$ cat src/logic/sld_pkg.sv
// constants for the segment display driver control block
package sld_pkg;
  localparam int SLD_ADDR_W = 6;
  localparam logic [5:0] SLD_OFF_CTRL = 6'h00;
  localparam logic [5:0] SLD_OFF_PTR = 6'h04;
  localparam logic [5:0] SLD_OFF_WIN = 6'h08;
  localparam logic [5:0] SLD_OFF_PUMP = 6'h0C;
  localparam logic [5:0] SLD_OFF_STAT = 6'h10;
  localparam int SLD_BIAS_BIT = 7;
  localparam int SLD_DUTY_HI = 6;
  localparam int SLD_DUTY_LO = 5;
  localparam int SLD_ON_BIT = 4;
  localparam int SLD_SHAPE_BIT = 2;
  localparam int SLD_RATE_HI = 1;
  localparam int SLD_RATE_LO = 0;
  localparam int SLD_PUMP_HI = 2;
  localparam int SLD_PUMP_LO = 1;
  localparam logic [7:0] SLD_CTRL_MASK = 8'hF7;
  localparam logic [7:0] SLD_PTR_MASK = 8'h1F;
  localparam logic [7:0] SLD_WIN_MASK = 8'h0F;
  localparam logic [7:0] SLD_PUMP_MASK = 8'h06;
  localparam logic [7:0] SLD_CTRL_RST = 8'h00;
  localparam logic [7:0] SLD_PUMP_RST = 8'h00;
  localparam int SLD_COMS = 4;
  localparam int SLD_SEGS = 32;
  localparam logic [1:0] SLD_RESP_OKAY = 2'b00;
  localparam logic [1:0] SLD_RESP_SLVERR = 2'b10;
  // slot lengths in sub-clock periods, index = frame-rate code
  localparam logic [8:0] SLD_SLOT_D2 [4] = '{9'd256, 9'd280, 9'd304, 9'd232};
  localparam logic [8:0] SLD_SLOT_D3 [4] = '{9'd172, 9'd188, 9'd204, 9'd156};
  localparam logic [8:0] SLD_SLOT_D4 [4] = '{9'd128, 9'd140, 9'd152, 9'd116};
  // drive levels: index of the supply rail, 0 = ground, 3 = full
  typedef logic [1:0] sld_lvl_t;
  typedef enum logic [1:0] {SLD_IDLE = 2'b00, SLD_RUN = 2'b01} sld_state_e;
endpackage : sld_pkg

$ cat src/logic/sld_ram_if.sv
// display memory access bundle between the register slave and the memory
interface sld_ram_if;
  logic wr;
  logic [4:0] addr;
  logic [3:0] wdata;
  logic [3:0] rdata;
  logic [4:0] scan_addr;
  logic [3:0] scan_data;
  modport ctrl (output wr, output addr, output wdata, input rdata,
    output scan_addr, input scan_data);
  modport mem (input wr, input addr, input wdata, output rdata,
    input scan_addr, output scan_data);
endinterface : sld_ram_if

$ cat src/logic/sld_ctrl.sv
// segment display driver control: registers, frame timing and drive levels
// Functional notes
// - duty field: 00 half, 01 third, 1x quarter duty.
// - bias bit 7: 0 half bias, 1 third bias levels.
// - all drive timing comes from the sub-clock only.
// - control bit 4 switches the display on.
// - display off: all backplanes and frontplanes at ground.
// - bit 2 selects waveform type A or B; bit 3 unused.
// - rate 00: slot of 256, 172 or 128 sub-clocks per duty.
// - rate 01: slot of 280, 188 or 140 sub-clocks per duty.
// - rate 10: slot of 304, 204 or 152 sub-clocks per duty.
// - rate 11: slot of 232, 156 or 116 sub-clocks per duty.
// - pointer bits 7..5 read zero; bits 4..0 address memory.
// - addresses 00..1F map to frontplanes 0..31.
// - window bits 3..0 are pixels for backplanes 0..3; 7..4 unused.
// - pump clock is sub-clock divided by 1, 4, 8 or 16.
module sld_ctrl
  import sld_pkg::*;
(
  input wire logic aclk,
  input wire logic aresetn,
  input wire logic sub_clk,
  input wire logic [sld_pkg::SLD_ADDR_W-1:0] s_axi_awaddr,
  input wire logic s_axi_awvalid,
  output logic s_axi_awready,
  input wire logic [31:0] s_axi_wdata,
  input wire logic [3:0] s_axi_wstrb,
  input wire logic s_axi_wvalid,
  output logic s_axi_wready,
  output logic [1:0] s_axi_bresp,
  output logic s_axi_bvalid,
  input wire logic s_axi_bready,
  input wire logic [sld_pkg::SLD_ADDR_W-1:0] s_axi_araddr,
  input wire logic s_axi_arvalid,
  output logic s_axi_arready,
  output logic [31:0] s_axi_rdata,
  output logic [1:0] s_axi_rresp,
  output logic s_axi_rvalid,
  input wire logic s_axi_rready,
  output logic [2*sld_pkg::SLD_COMS-1:0] backplane,
  output logic [2*sld_pkg::SLD_SEGS-1:0] frontplane,
  output logic pump_clk
);
  import sld_pkg::*;

  sld_ram_if ram ();
  sld_ram u_ram (
    .aclk(aclk),
    .aresetn(aresetn),
    .ram(ram.mem)
  );

  logic [7:0] display_control;
  logic [4:0] display_memory_pointer;
  logic [7:0] system_booster_pll_control;

  // ---- axi write path
  logic aw_held;
  logic w_held;
  logic [5:0] aw_addr;
  logic [31:0] w_data;
  logic w_lane0;
  logic do_write;
  assign do_write = aw_held && w_held && !s_axi_bvalid;

  always_ff @(posedge aclk)
  begin
    if (!aresetn)
    begin
      aw_held <= 1'b0;
      aw_addr <= 6'h00;
    end
    else if (s_axi_awvalid && s_axi_awready)
    begin
      aw_held <= 1'b1;
      aw_addr <= s_axi_awaddr;
    end
    else if (do_write)
      aw_held <= 1'b0;
  end

  always_ff @(posedge aclk)
  begin
    if (!aresetn)
    begin
      w_held <= 1'b0;
      w_data <= 32'h0000_0000;
      w_lane0 <= 1'b0;
    end
    else if (s_axi_wvalid && s_axi_wready)
    begin
      w_held <= 1'b1;
      w_data <= s_axi_wdata;
      w_lane0 <= s_axi_wstrb[0];
    end
    else if (do_write)
      w_held <= 1'b0;
  end

  always_ff @(posedge aclk)
  begin
    if (!aresetn)
    begin
      s_axi_awready <= 1'b0;
      s_axi_wready <= 1'b0;
    end
    else
    begin
      s_axi_awready <= !aw_held && !(s_axi_awvalid && s_axi_awready) && !do_write;
      s_axi_wready <= !w_held && !(s_axi_wvalid && s_axi_wready) && !do_write;
    end
  end

  logic addr_ok_w;
  assign addr_ok_w = (aw_addr == SLD_OFF_CTRL) || (aw_addr == SLD_OFF_PTR)
    || (aw_addr == SLD_OFF_WIN) || (aw_addr == SLD_OFF_PUMP) || (aw_addr == SLD_OFF_STAT);

  always_ff @(posedge aclk)
  begin
    if (!aresetn)
    begin
      s_axi_bvalid <= 1'b0;
      s_axi_bresp <= SLD_RESP_OKAY;
    end
    else if (do_write)
    begin
      s_axi_bvalid <= 1'b1;
      s_axi_bresp <= addr_ok_w ? SLD_RESP_OKAY : SLD_RESP_SLVERR;
    end
    else if (s_axi_bready)
      s_axi_bvalid <= 1'b0;
  end

  logic wr_en;
  assign wr_en = do_write && w_lane0;

  always_ff @(posedge aclk)
  begin
    if (!aresetn)
    begin
      display_control <= SLD_CTRL_RST;
      system_booster_pll_control <= SLD_PUMP_RST;
      display_memory_pointer <= 5'h00;
    end
    else if (wr_en)
    begin
      if (aw_addr == SLD_OFF_CTRL)
        display_control <= w_data[7:0] & SLD_CTRL_MASK;
      if (aw_addr == SLD_OFF_PUMP)
        system_booster_pll_control <= w_data[7:0] & SLD_PUMP_MASK;
      if (aw_addr == SLD_OFF_PTR)
        display_memory_pointer <= w_data[4:0];
    end
  end

  // window write goes to the location the pointer holds
  assign ram.wr = wr_en && (aw_addr == SLD_OFF_WIN);
  assign ram.addr = display_memory_pointer;
  assign ram.wdata = w_data[3:0];

  // ---- axi read path
  logic [5:0] ar_addr;
  logic rd_pend;
  always_ff @(posedge aclk)
  begin
    if (!aresetn)
    begin
      s_axi_arready <= 1'b0;
      rd_pend <= 1'b0;
      ar_addr <= 6'h00;
    end
    else
    begin
      s_axi_arready <= !rd_pend && !s_axi_rvalid && !(s_axi_arvalid && s_axi_arready);
      if (s_axi_arvalid && s_axi_arready)
      begin
        rd_pend <= 1'b1;
        ar_addr <= s_axi_araddr;
      end
      else if (rd_pend)
        rd_pend <= 1'b0;
    end
  end

  logic [4:0] slot_idx;
  logic [31:0] rd_val;
  logic rd_ok;
  always_comb
  begin
    rd_val = 32'h0000_0000;
    rd_ok = 1'b1;
    case (ar_addr)
      SLD_OFF_CTRL: rd_val = {24'h000000, display_control};
      SLD_OFF_PTR: rd_val = {27'h0000000, display_memory_pointer};
      SLD_OFF_WIN: rd_val = {28'h0000000, ram.rdata};
      SLD_OFF_PUMP: rd_val = {24'h000000, system_booster_pll_control};
      SLD_OFF_STAT: rd_val = {27'h0000000, slot_idx};
      default: rd_ok = 1'b0;
    endcase
  end

  always_ff @(posedge aclk)
  begin
    if (!aresetn)
    begin
      s_axi_rvalid <= 1'b0;
      s_axi_rdata <= 32'h0000_0000;
      s_axi_rresp <= SLD_RESP_OKAY;
    end
    else if (rd_pend)
    begin
      s_axi_rvalid <= 1'b1;
      s_axi_rdata <= rd_val;
      s_axi_rresp <= rd_ok ? SLD_RESP_OKAY : SLD_RESP_SLVERR;
    end
    else if (s_axi_rready)
      s_axi_rvalid <= 1'b0;
  end

  // sub-clock sampling; frame timing and the pump counter run on its rising edges, pump code 00 passes the sampled level
  logic sub_m;
  logic sub_s;
  logic sub_d;
  always_ff @(posedge aclk)
  begin
    if (!aresetn)
    begin
      sub_m <= 1'b0;
      sub_s <= 1'b0;
      sub_d <= 1'b0;
    end
    else
    begin
      sub_m <= sub_clk;
      sub_s <= sub_m;
      sub_d <= sub_s;
    end
  end
  logic fs_tick;
  assign fs_tick = sub_s && !sub_d;

  // ---- frame timing
  logic on;
  logic [1:0] duty;
  logic [1:0] rate;
  assign on = display_control[SLD_ON_BIT];
  assign duty = {display_control[SLD_DUTY_HI], display_control[SLD_DUTY_LO]};
  assign rate = {display_control[SLD_RATE_HI], display_control[SLD_RATE_LO]};

  logic [8:0] slot_len;
  logic [1:0] n_com;
  always_comb
  begin
    case (duty)
      2'b00:
      begin
        slot_len = SLD_SLOT_D2[rate];
        n_com = 2'd1;
      end
      2'b01:
      begin
        slot_len = SLD_SLOT_D3[rate];
        n_com = 2'd2;
      end
      default:
      begin
        slot_len = SLD_SLOT_D4[rate];
        n_com = 2'd3;
      end
    endcase
  end

  sld_state_e state;
  logic [8:0] slot_cnt;
  logic [1:0] com_idx;
  logic phase;
  always_ff @(posedge aclk)
  begin
    if (!aresetn)
    begin
      state <= SLD_IDLE;
      slot_cnt <= 9'h000;
      com_idx <= 2'b00;
      phase <= 1'b0;
    end
    else
    begin
      case (state)
        SLD_IDLE:
        begin
          slot_cnt <= 9'h000;
          com_idx <= 2'b00;
          phase <= 1'b0;
          if (on)
            state <= SLD_RUN;
        end
        SLD_RUN:
        begin
          if (!on)
            state <= SLD_IDLE;
          else if (fs_tick)
          begin
            // type A flips polarity each half slot, type B each frame
            if (slot_cnt >= slot_len - 9'd1)
            begin
              slot_cnt <= 9'h000;
              if (com_idx >= n_com)
              begin
                com_idx <= 2'b00;
                if (display_control[SLD_SHAPE_BIT])
                  phase <= !phase;
              end
              else
                com_idx <= com_idx + 2'd1;
            end
            else
            begin
              slot_cnt <= slot_cnt + 9'd1;
              if (!display_control[SLD_SHAPE_BIT] && slot_cnt == (slot_len >> 1) - 9'd1)
                phase <= !phase;
              else if (!display_control[SLD_SHAPE_BIT] && slot_cnt == slot_len - 9'd2)
                phase <= !phase;
            end
          end
        end
        default: state <= SLD_IDLE;
      endcase
    end
  end
  assign slot_idx = {1'b0, state == SLD_RUN, phase, com_idx};

  // ---- drive levels: rail index 0..3; half bias uses 0, mid (mapped to rail 1), 3
  logic bias3;
  assign bias3 = display_control[SLD_BIAS_BIT];
  logic [SLD_SEGS*4-1:0] pix;
  logic [4:0] scan_ptr;
  assign ram.scan_addr = scan_ptr;
  // local copy refreshed one location per clock; a pixel change shows within 32 clocks
  always_ff @(posedge aclk)
  begin
    if (!aresetn)
    begin
      scan_ptr <= 5'h00;
      pix <= '0;
    end
    else
    begin
      scan_ptr <= scan_ptr + 5'h01;
      pix[scan_ptr*4 +: 4] <= ram.scan_data;
    end
  end

  always_ff @(posedge aclk)
  begin
    if (!aresetn || state != SLD_RUN)
    begin
      backplane <= '0;
      frontplane <= '0;
    end
    else
    begin
      for (int c = 0; c < SLD_COMS; c++)
      begin
        if (c > n_com)
          backplane[c*2 +: 2] <= bias3 ? 2'd1 : 2'd1; // unused backplane sits mid-rail
        else if (c == com_idx)
          backplane[c*2 +: 2] <= phase ? 2'd0 : 2'd3;
        else
          backplane[c*2 +: 2] <= bias3 ? (phase ? 2'd2 : 2'd1) : 2'd1;
      end
      for (int s = 0; s < SLD_SEGS; s++)
      begin
        if (pix[s*4 + com_idx])
          frontplane[s*2 +: 2] <= phase ? 2'd3 : 2'd0;
        else
          frontplane[s*2 +: 2] <= bias3 ? (phase ? 2'd1 : 2'd2) : (phase ? 2'd0 : 2'd3);
      end
    end
  end

  // pump clock divider
  logic [3:0] pump_cnt;
  always_ff @(posedge aclk)
  begin
    if (!aresetn)
    begin
      pump_cnt <= 4'h0;
      pump_clk <= 1'b0;
    end
    else
    begin
      if (fs_tick)
        pump_cnt <= pump_cnt + 4'h1;
      // bit n of a tick counter has a period of 2^(n+1) sub-clocks
      case (system_booster_pll_control[SLD_PUMP_HI:SLD_PUMP_LO])
        2'b00: pump_clk <= sub_s;
        2'b01: pump_clk <= pump_cnt[1];
        2'b10: pump_clk <= pump_cnt[2];
        default: pump_clk <= pump_cnt[3];
      endcase
    end
  end

  a_off_ground: assert property (@(posedge aclk) disable iff (!aresetn)
    !on |=> ##1 (backplane == '0 && frontplane == '0))
    else $error("outputs not grounded while off");
  a_ptr_width: assert property (@(posedge aclk) disable iff (!aresetn)
    s_axi_rvalid && ar_addr == SLD_OFF_PTR |-> s_axi_rdata[31:5] == '0)
    else $error("pointer high bits not zero");
  a_win_high: assert property (@(posedge aclk) disable iff (!aresetn)
    s_axi_rvalid && ar_addr == SLD_OFF_WIN |-> s_axi_rdata[31:4] == '0)
    else $error("window high bits not zero");
  a_off_state: assert property (@(posedge aclk) disable iff (!aresetn)
    !on |=> state == SLD_IDLE)
    else $error("timing still running while off");
  a_ptr_write: assert property (@(posedge aclk) disable iff (!aresetn)
    wr_en && aw_addr == SLD_OFF_PTR |=> display_memory_pointer == $past(w_data[4:0]))
    else $error("pointer write lost");
  a_slot_tick: assert property (@(posedge aclk) disable iff (!aresetn)
    state == SLD_RUN && on && !fs_tick |=> $stable(com_idx))
    else $error("backplane stepped without a sub-clock edge");
endmodule : sld_ctrl

$ cat src/logic/sld_ram.sv
// 32 x 4 display memory with a cpu port and a scan read port
module sld_ram
  import sld_pkg::*;
(
  input wire logic aclk,
  input wire logic aresetn,
  sld_ram_if.mem ram
);
  logic [3:0] mem [SLD_SEGS];

  // one location per frontplane
  always_ff @(posedge aclk)
  begin
    if (!aresetn)
    begin
      for (int i = 0; i < SLD_SEGS; i++)
        mem[i] <= 4'h0;
    end
    else if (ram.wr)
      mem[ram.addr] <= ram.wdata;
  end

  assign ram.rdata = mem[ram.addr];
  assign ram.scan_data = mem[ram.scan_addr];
endmodule : sld_ram

$ cat config.mk
export PLATFORM = sky130hd
export DESIGN_NAME = sld_ctrl
export DESIGN_NICKNAME = d
export VERILOG_FILES = /design/src/logic/sld_pkg.sv /design/src/logic/sld_ram_if.sv /design/src/logic/sld_ctrl.sv /design/src/logic/sld_ram.sv
export SDC_FILE = /design/constraint.sdc
export NUM_CORES = 1
export LEC_CHECK = 0
export CAP_MARGIN = 0
export CORE_MARGIN = 1
export CORE_UTILIZATION = 56
export DETAILED_ROUTE_END_ITERATION = 8
export DONT_BUFFER_PORTS = 1
export PLACE_DENSITY = 0.81
export SYNTH_ARGS = -nofsm -noshare
export SYNTH_HDL_FRONTEND = slang
export SYNTH_SLANG_ARGS = --single-unit
$ cat constraint.sdc
create_clock -name aclk -period 3.5 [get_ports aclk]
set_clock_uncertainty 0.2 [all_clocks]
set_input_delay 0.7 -clock aclk [delete_from_list [all_inputs] [get_ports aclk]]
set_output_delay 0.7 -clock aclk [all_outputs]
set_load 0.005 [all_outputs]
Word level (Yosys, flattened, before mapping)
Memory sizes are Yosys's and may differ from the RTL's. A register that Yosys moved wholly into a read port is not among the register bits.
Cells that the tools add are included.
W data, S select, Z words.
- multiplexer cells: 164
- eq/ne operators: 26
- $add $sub $neg: 39
- $lt $le $gt $ge: 38
- reductions and logical operators: 57
- shift operators: 2
- bitwise operators: 1
- operators with widths (cell ; count):
    $bmux W1 S7 ; 31
    $add A7 B2 Y8 const A ; 16
    $bwmux W128 ; 1
    $lt A8 B8 Y1 const B ; 16
    $shift A4 B34 Y128 const A ; 1
    $shiftx A4 B34 Y128 ; 1
    $mux W2 ; 50
    $mux W9 ; 9
    $lt A7 B8 Y1 const B ; 8
    $add A6 B2 Y7 const A ; 8
    $mux W1 ; 56
    $bmux W9 S2 ; 3
    $pmux W8 S5 ; 1
    $pmux W9 S2 ; 2
    $neg A7 Y34 ; 1
    $lt A6 B8 Y1 const B ; 4
    $add A5 B2 Y6 const A ; 4
    $eq A6 B4 Y1 const B ; 4
    $mux W5 ; 4
    $eq A9 B9 Y1 ; 2
    $logic_and A1 B1 Y1 ; 16
    $lt A5 B8 Y1 const B ; 2
    $logic_not A1 Y1 ; 13
    $eq A6 B3 Y1 const B ; 2
    43 further kinds ; 72
- bits in writable memories: 128
- output and inout port bits: 114
- register bits: 306
- input bits: 56
- word-level logic and storage cells: 362
- memories kept: 1
- memories (memory ; depth ; width ; read ports ; clocked after Yosys merged registers in ; wr ports ; line ; source):
    u_ram.mem ; 32 ; 4 ; 2 ; 2 ; 32 ; sld_ram.sv:9 ; logic [3:0] mem [SLD_SEGS];

Longest topological paths before layout
- depth in word-level cells: 14
- depth in mapped cells: 16

Modules after synthesis
Synthesis repeated with hierarchy kept, for this count alone.
- cell total of the unflattened synthesis: 1815
- area, all modules: 20033.0 um2
- by module, submodules not included (module ; area each (um2) ; instances ; cells each):
    sld_ctrl ; 12944.9 ; 1 ; 1334
    sld_ram ; 7088.0 ; 1 ; 481

Worst setup path after synthesis
Ideal clock, no wire load.
- path kind: reg-to-reg
- from: reg display_control[0]
- to: reg com_idx[1]
- data arrival time: 3322 ps
- setup time: 80 ps
- stages on the path, launching flop included: 16
- path slack: -102 ps
- cell sequence: dfxtp_1 -> clkbuf_1 -> inv_1 -> ha_1 -> nand2_1 -> o31ai_1 -> ha_1 -> o31ai_1 -> xnor2_1 -> ha_1 -> a211oi_1 -> a221oi_1 -> a221o_1 -> o21ai_0 -> nand2_1 -> a22oi_1
- longest elaborated chain between the ends: 9
- RTL lines (what ; line ; source):
    start: declaration ; sld_ctrl.sv:53 ; logic [7:0] display_control;
    start signal: assignment ; sld_ctrl.sv:148 ; display_control <= w_data[7:0] & SLD_CTRL_MASK;
    $not A2 Y3 (not written as such) * ; sld_ctrl.sv:257, sld_ctrl.sv:262, sld_ctrl.sv:267 ;
    $bmux W9 S2, on equally long branches ; sld_ctrl.sv:267, sld_ctrl.sv:257, sld_ctrl.sv:262 ;
    $mux W9, on equally long branches (2 in a row) ; sld_ctrl.sv:267, sld_ctrl.sv:257, sld_ctrl.sv:262 ;
    $pmux W9 S2 * ; sld_ctrl.sv:254 ; case (duty)
    $sub A9 B1 Y9 * ; sld_ctrl.sv:304 ; if (slot_cnt >= slot_len - 9'd1)
    $ge A9 B9 Y1 * ; sld_ctrl.sv:304 ;
    $ne A2 B1 Y1 (no source line) * ; - ;
    $reduce_and A4 Y1 (no source line) * ; - ;
    end signal: assignment ; sld_ctrl.sv:314 ; com_idx <= com_idx + 2'd1;
    end: declaration ; sld_ctrl.sv:275 ; logic [1:0] com_idx;
Every way passes the cells marked *; elsewhere a longest branch is shown, timed or not. The select of a mux whose other input is x is not followed.
A chain may end at the register's enable or synchronous reset.

Worst setup path after layout
- from: reg display_control[1]
- to: reg phase
- longest elaborated chain between the ends: 13
- RTL lines (what ; line ; source):
    $not A2 Y3 (not written as such) * ; sld_ctrl.sv:257, sld_ctrl.sv:262, sld_ctrl.sv:267 ;
    $bmux W9 S2, on equally long branches ; sld_ctrl.sv:267, sld_ctrl.sv:257, sld_ctrl.sv:262 ;
    $mux W9, on equally long branches (2 in a row) ; sld_ctrl.sv:267, sld_ctrl.sv:257, sld_ctrl.sv:262 ;
    $pmux W9 S2 * ; sld_ctrl.sv:254 ;
    parallel branches: the longest is 8 deep, another holds $sub A9 B1 Y9 ; - ;
    end signal: assignment ; sld_ctrl.sv:311 ; phase <= !phase;
    end signal: assignment ; sld_ctrl.sv:320 ; phase <= !phase;
    end signal: assignment ; sld_ctrl.sv:322 ; phase <= !phase;
    end: declaration ; sld_ctrl.sv:276 ; logic phase;
Mark *: on every way between the ends. The select of a mux whose other input is x is not followed.

==> flow_summary_export.csv <==
group,metric,value,unit
clocking,cts_tree,"done",
setup_path,start_kind,"register",
synthesis,yosysTopAreaCell,"dfxtp_1",
synthesis,syn_area_per_cell,11.0,um^2
power_and_ir_drop,power_density,536,mW/mm^2
synthesis,synth_commonest_cells,"dfxtp_1 (284), o21ai_0 (143), a21oi_1 (142)",
placed_design,routabilityCongestion,0.863,
synthesis,async_flop_share,0,%
synthesis,ys_types,62,
synthesis,yosysWarnings,0,
power_and_ir_drop,p_leak,7.92,nW
power_and_ir_drop,combPwrFrac,9.5,%
clocking,clk_pin_slew,60,ps
route,drt_first_pass_iters,6,
global_route,grt_max_degree,229,
layout,fin_cells,2130,
power_and_ir_drop,p_switching,0.00265,W
timing,timing.hold.ws,105,ps
route,drtIter0Drc,1220,
synthesis,ys.flop_type,"dfxtp_1",
setup_path,worstPathRequired,3760,ps
placed_design,post-place-ws,-33.8,ps
layout,nFillCells,2440,
clocking,clk_path_buf_depth,3,
die,rows,66,
timing,slew_headroom,30.1,%
timing,period_needed,3410,ps
clocking,cts-buffers-inserted,42,
route,drt-wirelength-per-cell,20.5,um
clocking,cts_max_level,2,
die,die-area,0.0346,mm^2
setup_path,path_buf_inv,2,
power_and_ir_drop,sw_frac_of_total,24.0,%
layout,syn_to_final_growth,8.59,%
die,io_pins,170,
power_and_ir_drop,peakVddDrop,403,uV
setup_path,path_cells,"buf_4 > ha_1 > buf_4 > mux2i_1 > xnor2_2 > ha_1 > a211oi_2 > o211ai_1 > a221o_1 > mux2i_1 > a41oi_1 > xnor2_1 > nor3b_1",
setup_path,cp_max_fo,13,
global_route,grt_pass1_wl,68400,um
synthesis,synth_seq_cells,412,
route,ant_nets,0,
placed_design,place_area,0.0190,mm^2
timing,setup-violations-final,0,
timing,finalCritPeriodShare,97.3,%
layout,design_area,0.0206,mm^2
clocking,root_buffer,"clkbuf_16",
global_route,grt_pass1_vias,12800,
power_and_ir_drop,power_frac_seq,48.4,%
route,drc,0,
power_and_ir_drop,p_clk_share,42.1,%
setup_path,max_stage_delay,420,ps
setup_path,crit_path_end_kind,"register",
synthesis,yosys.cell_count.top_type,"dfxtp_1",
timing,tightest_slew,1050,ps
die,coreArea,0.0329,mm^2
route,viasPerCell,6.25,
status,run_status,"completed",
synthesis,synthCells,1721,
die,initial_core_util,57.6,%
clocking,clk_latency,550,ps
setup_path,worstSetupPathType,"register to register",
global_route,grt-ovfl-total,0,
setup_path,cp_slowest_cell,"a221o_1",
placed_design,portBuffers,0,
synthesis,ys_top_cells_by_area,"dfxtp_1 (30%), edfxtp_1 (20%), mux4_2 (13%), and3_1 (4.4%), o21ai_0 (3.8%)",
route,vias,13300,
route,totalWireLength,43700,um
global_route,grt_antenna_before_repair,0,
placed_design,dp_hpwl,27200,um
timing,fmax,0.294,GHz
power_and_ir_drop,p_int,0.00837,W
run,max_cap_viol_count,0,
layout,nNetsFinal,1736,
clocking,clock-sinks,412,
die,die_h,186,um
timing,maxSlewViolCount,0,
setup_path,cp_top_family,"compound AO/OA/AOI/OAI gates",
synthesis,yosysSeqAreaShare,50.3,%
synthesis,synth_top_area_share,30.0,%
timing,hold_viol,0,
timing,setup_slack,93.5,ps
synthesis,synth_edf_count,128,
synthesis,syn-cell-area,0.0189,mm^2
setup_path,critPathArrivalTime,3670,ps
global_route,track_usage,25.4,%
layout,drive_above_1_share,15.0,%
worst_hold_path,hp-class,"input port to register",
layout,n_antenna_cell,0,
placed_design,placedCellCount,2052,
die,die_x,186,um
-- power by group through the flow --
stage               Combinational, W  Sequential, W  Clock [W]
detailed placement           0.00103        0.00544          0
finish                       0.00105        0.00534    0.00464
global placement             0.00100        0.00542          0
floorplan                   0.000883        0.00537          0
global route                 0.00113        0.00537    0.00486
CTS                          0.00104        0.00534    0.00468
-- state kept, by name, indices dropped and copies added, names as in the netlist, 2 cells and up, named ones only --
| signal | flops |
|---|---|
| frontplane | 64 |
| ar_addr | 6 |
| display_memory_pointer | 5 |
| slot_cnt | 9 |
| ram.scan_addr | 5 |
| com_idx | 2 |
| s_axi_rdata | 8 |
| display_control | 7 |
| backplane | 8 |
| system_booster_pll_control | 2 |
| pix | 128 |
| pump_cnt | 4 |
| u_ram.mem | 128 |
| aw_addr | 6 |
| w_data | 8 |
-- logic make-up (layout without fill, tap and decap cells) --
logic type / Yosys count / count (layout) / synth area share [%]
multiplexers: 144 / 144 / 15.4
buffers and inverters: 195 / 137 / 5.06
AND/OR/NAND/NOR: 514 / 514 / 13.9
AO/OA/AOI/OAI: 375 / 375 / 11.2
flip-flops: 412 / 412 / 50.3
XOR/XNOR: 55 / 55 / 2.54
other: 1 / 26 / 0.0198
adder cells (fa/ha/maj): 25 / 25 / 1.65
-- cell type report --
class | count | area, um^2 | share of cell area, %
Multi-Input combinational cell | 1139 | 8630 | 42.0
Tap cell | 442 | 553 | 2.69
Clock buffer | 66 | 1310 | 6.35
Sequential cell | 412 | 9540 | 46.4
Timing Repair Buffer | 38 | 310 | 1.51
Clock inverter | 11 | 144 | 0.700
Inverter | 22 | 82.6 | 0.401
-- cell usage in the layout (no fill, tap or decap), types with 9 or more instances in the layout --
cell type    n
dfxtp_1    279
o21ai_0    142
a21oi_1    141
and3_1     134
nand2_1    129
edfxtp_1   128
nor2_1     118
mux4_2     113
xnor2_1     46
clkbuf_16   46
buf_4       36
a211oi_1    34
a21boi_0    28
nand3_1     27
conb_1      26
nor2b_1     25
mux2i_1     24
ha_1        23
inv_1       19
and2_1      14
nand2b_1    12
clkbuf_1    12
nor3b_1      9
-- path summary, 6_finish.rpt --
path | from | to | slack [ps] | cells past startpoint
setup / recovery | display_control[1] | phase | 90 | 13
hold / removal | aresetn | s_axi_rresp[1] | 110 | 1
setup reg to reg | display_control[1] | phase | 90 | 13
hold reg to reg | sub_m | sub_s | 230 | 1
-- metal layers --
metal | vias to the layer above | track usage, % | routed length [um]
met5 | - | 0 | 0
met4 | 0 | 10.9 | 1540
met3 | 112 | 4.27 | 3370
met2 | 614 | 42.8 | 21700
met1 | 6506 | 32.2 | 17100
li1 | 6083 | - | -
-- worst reg2reg max path, cell delays in order (launching register included) --
cell and delay (ps):
dfxtp_1 330, buf_4 190, ha_1 220, buf_4 170, mux2i_1 240, xnor2_2 110, ha_1 340, a211oi_2 300
o211ai_1 140, a221o_1 420, mux2i_1 150, a41oi_1 210, xnor2_1 100, nor3b_1 200
-- what timing repair did --
item	4_1_cts	5_1_grt
setup endpoints to repair	5	11
buffers inserted	0	1
resized for setup	2	18
pin swaps	0	10
cloned	0	0
hold buffers	0	0
-- stage by stage --
stage	util (%)	TNS, ps	total power, W
finish	62.6	0	0.0110
global route	62.6	-140	0.0114
CTS	62.3	0	0.0111
detailed placement	57.9	-68.3	0.00646
global placement	57.9	0	0.00642
floorplan	-	0	0.00625
Note: power is estimated with default switching activity, not from simulation.
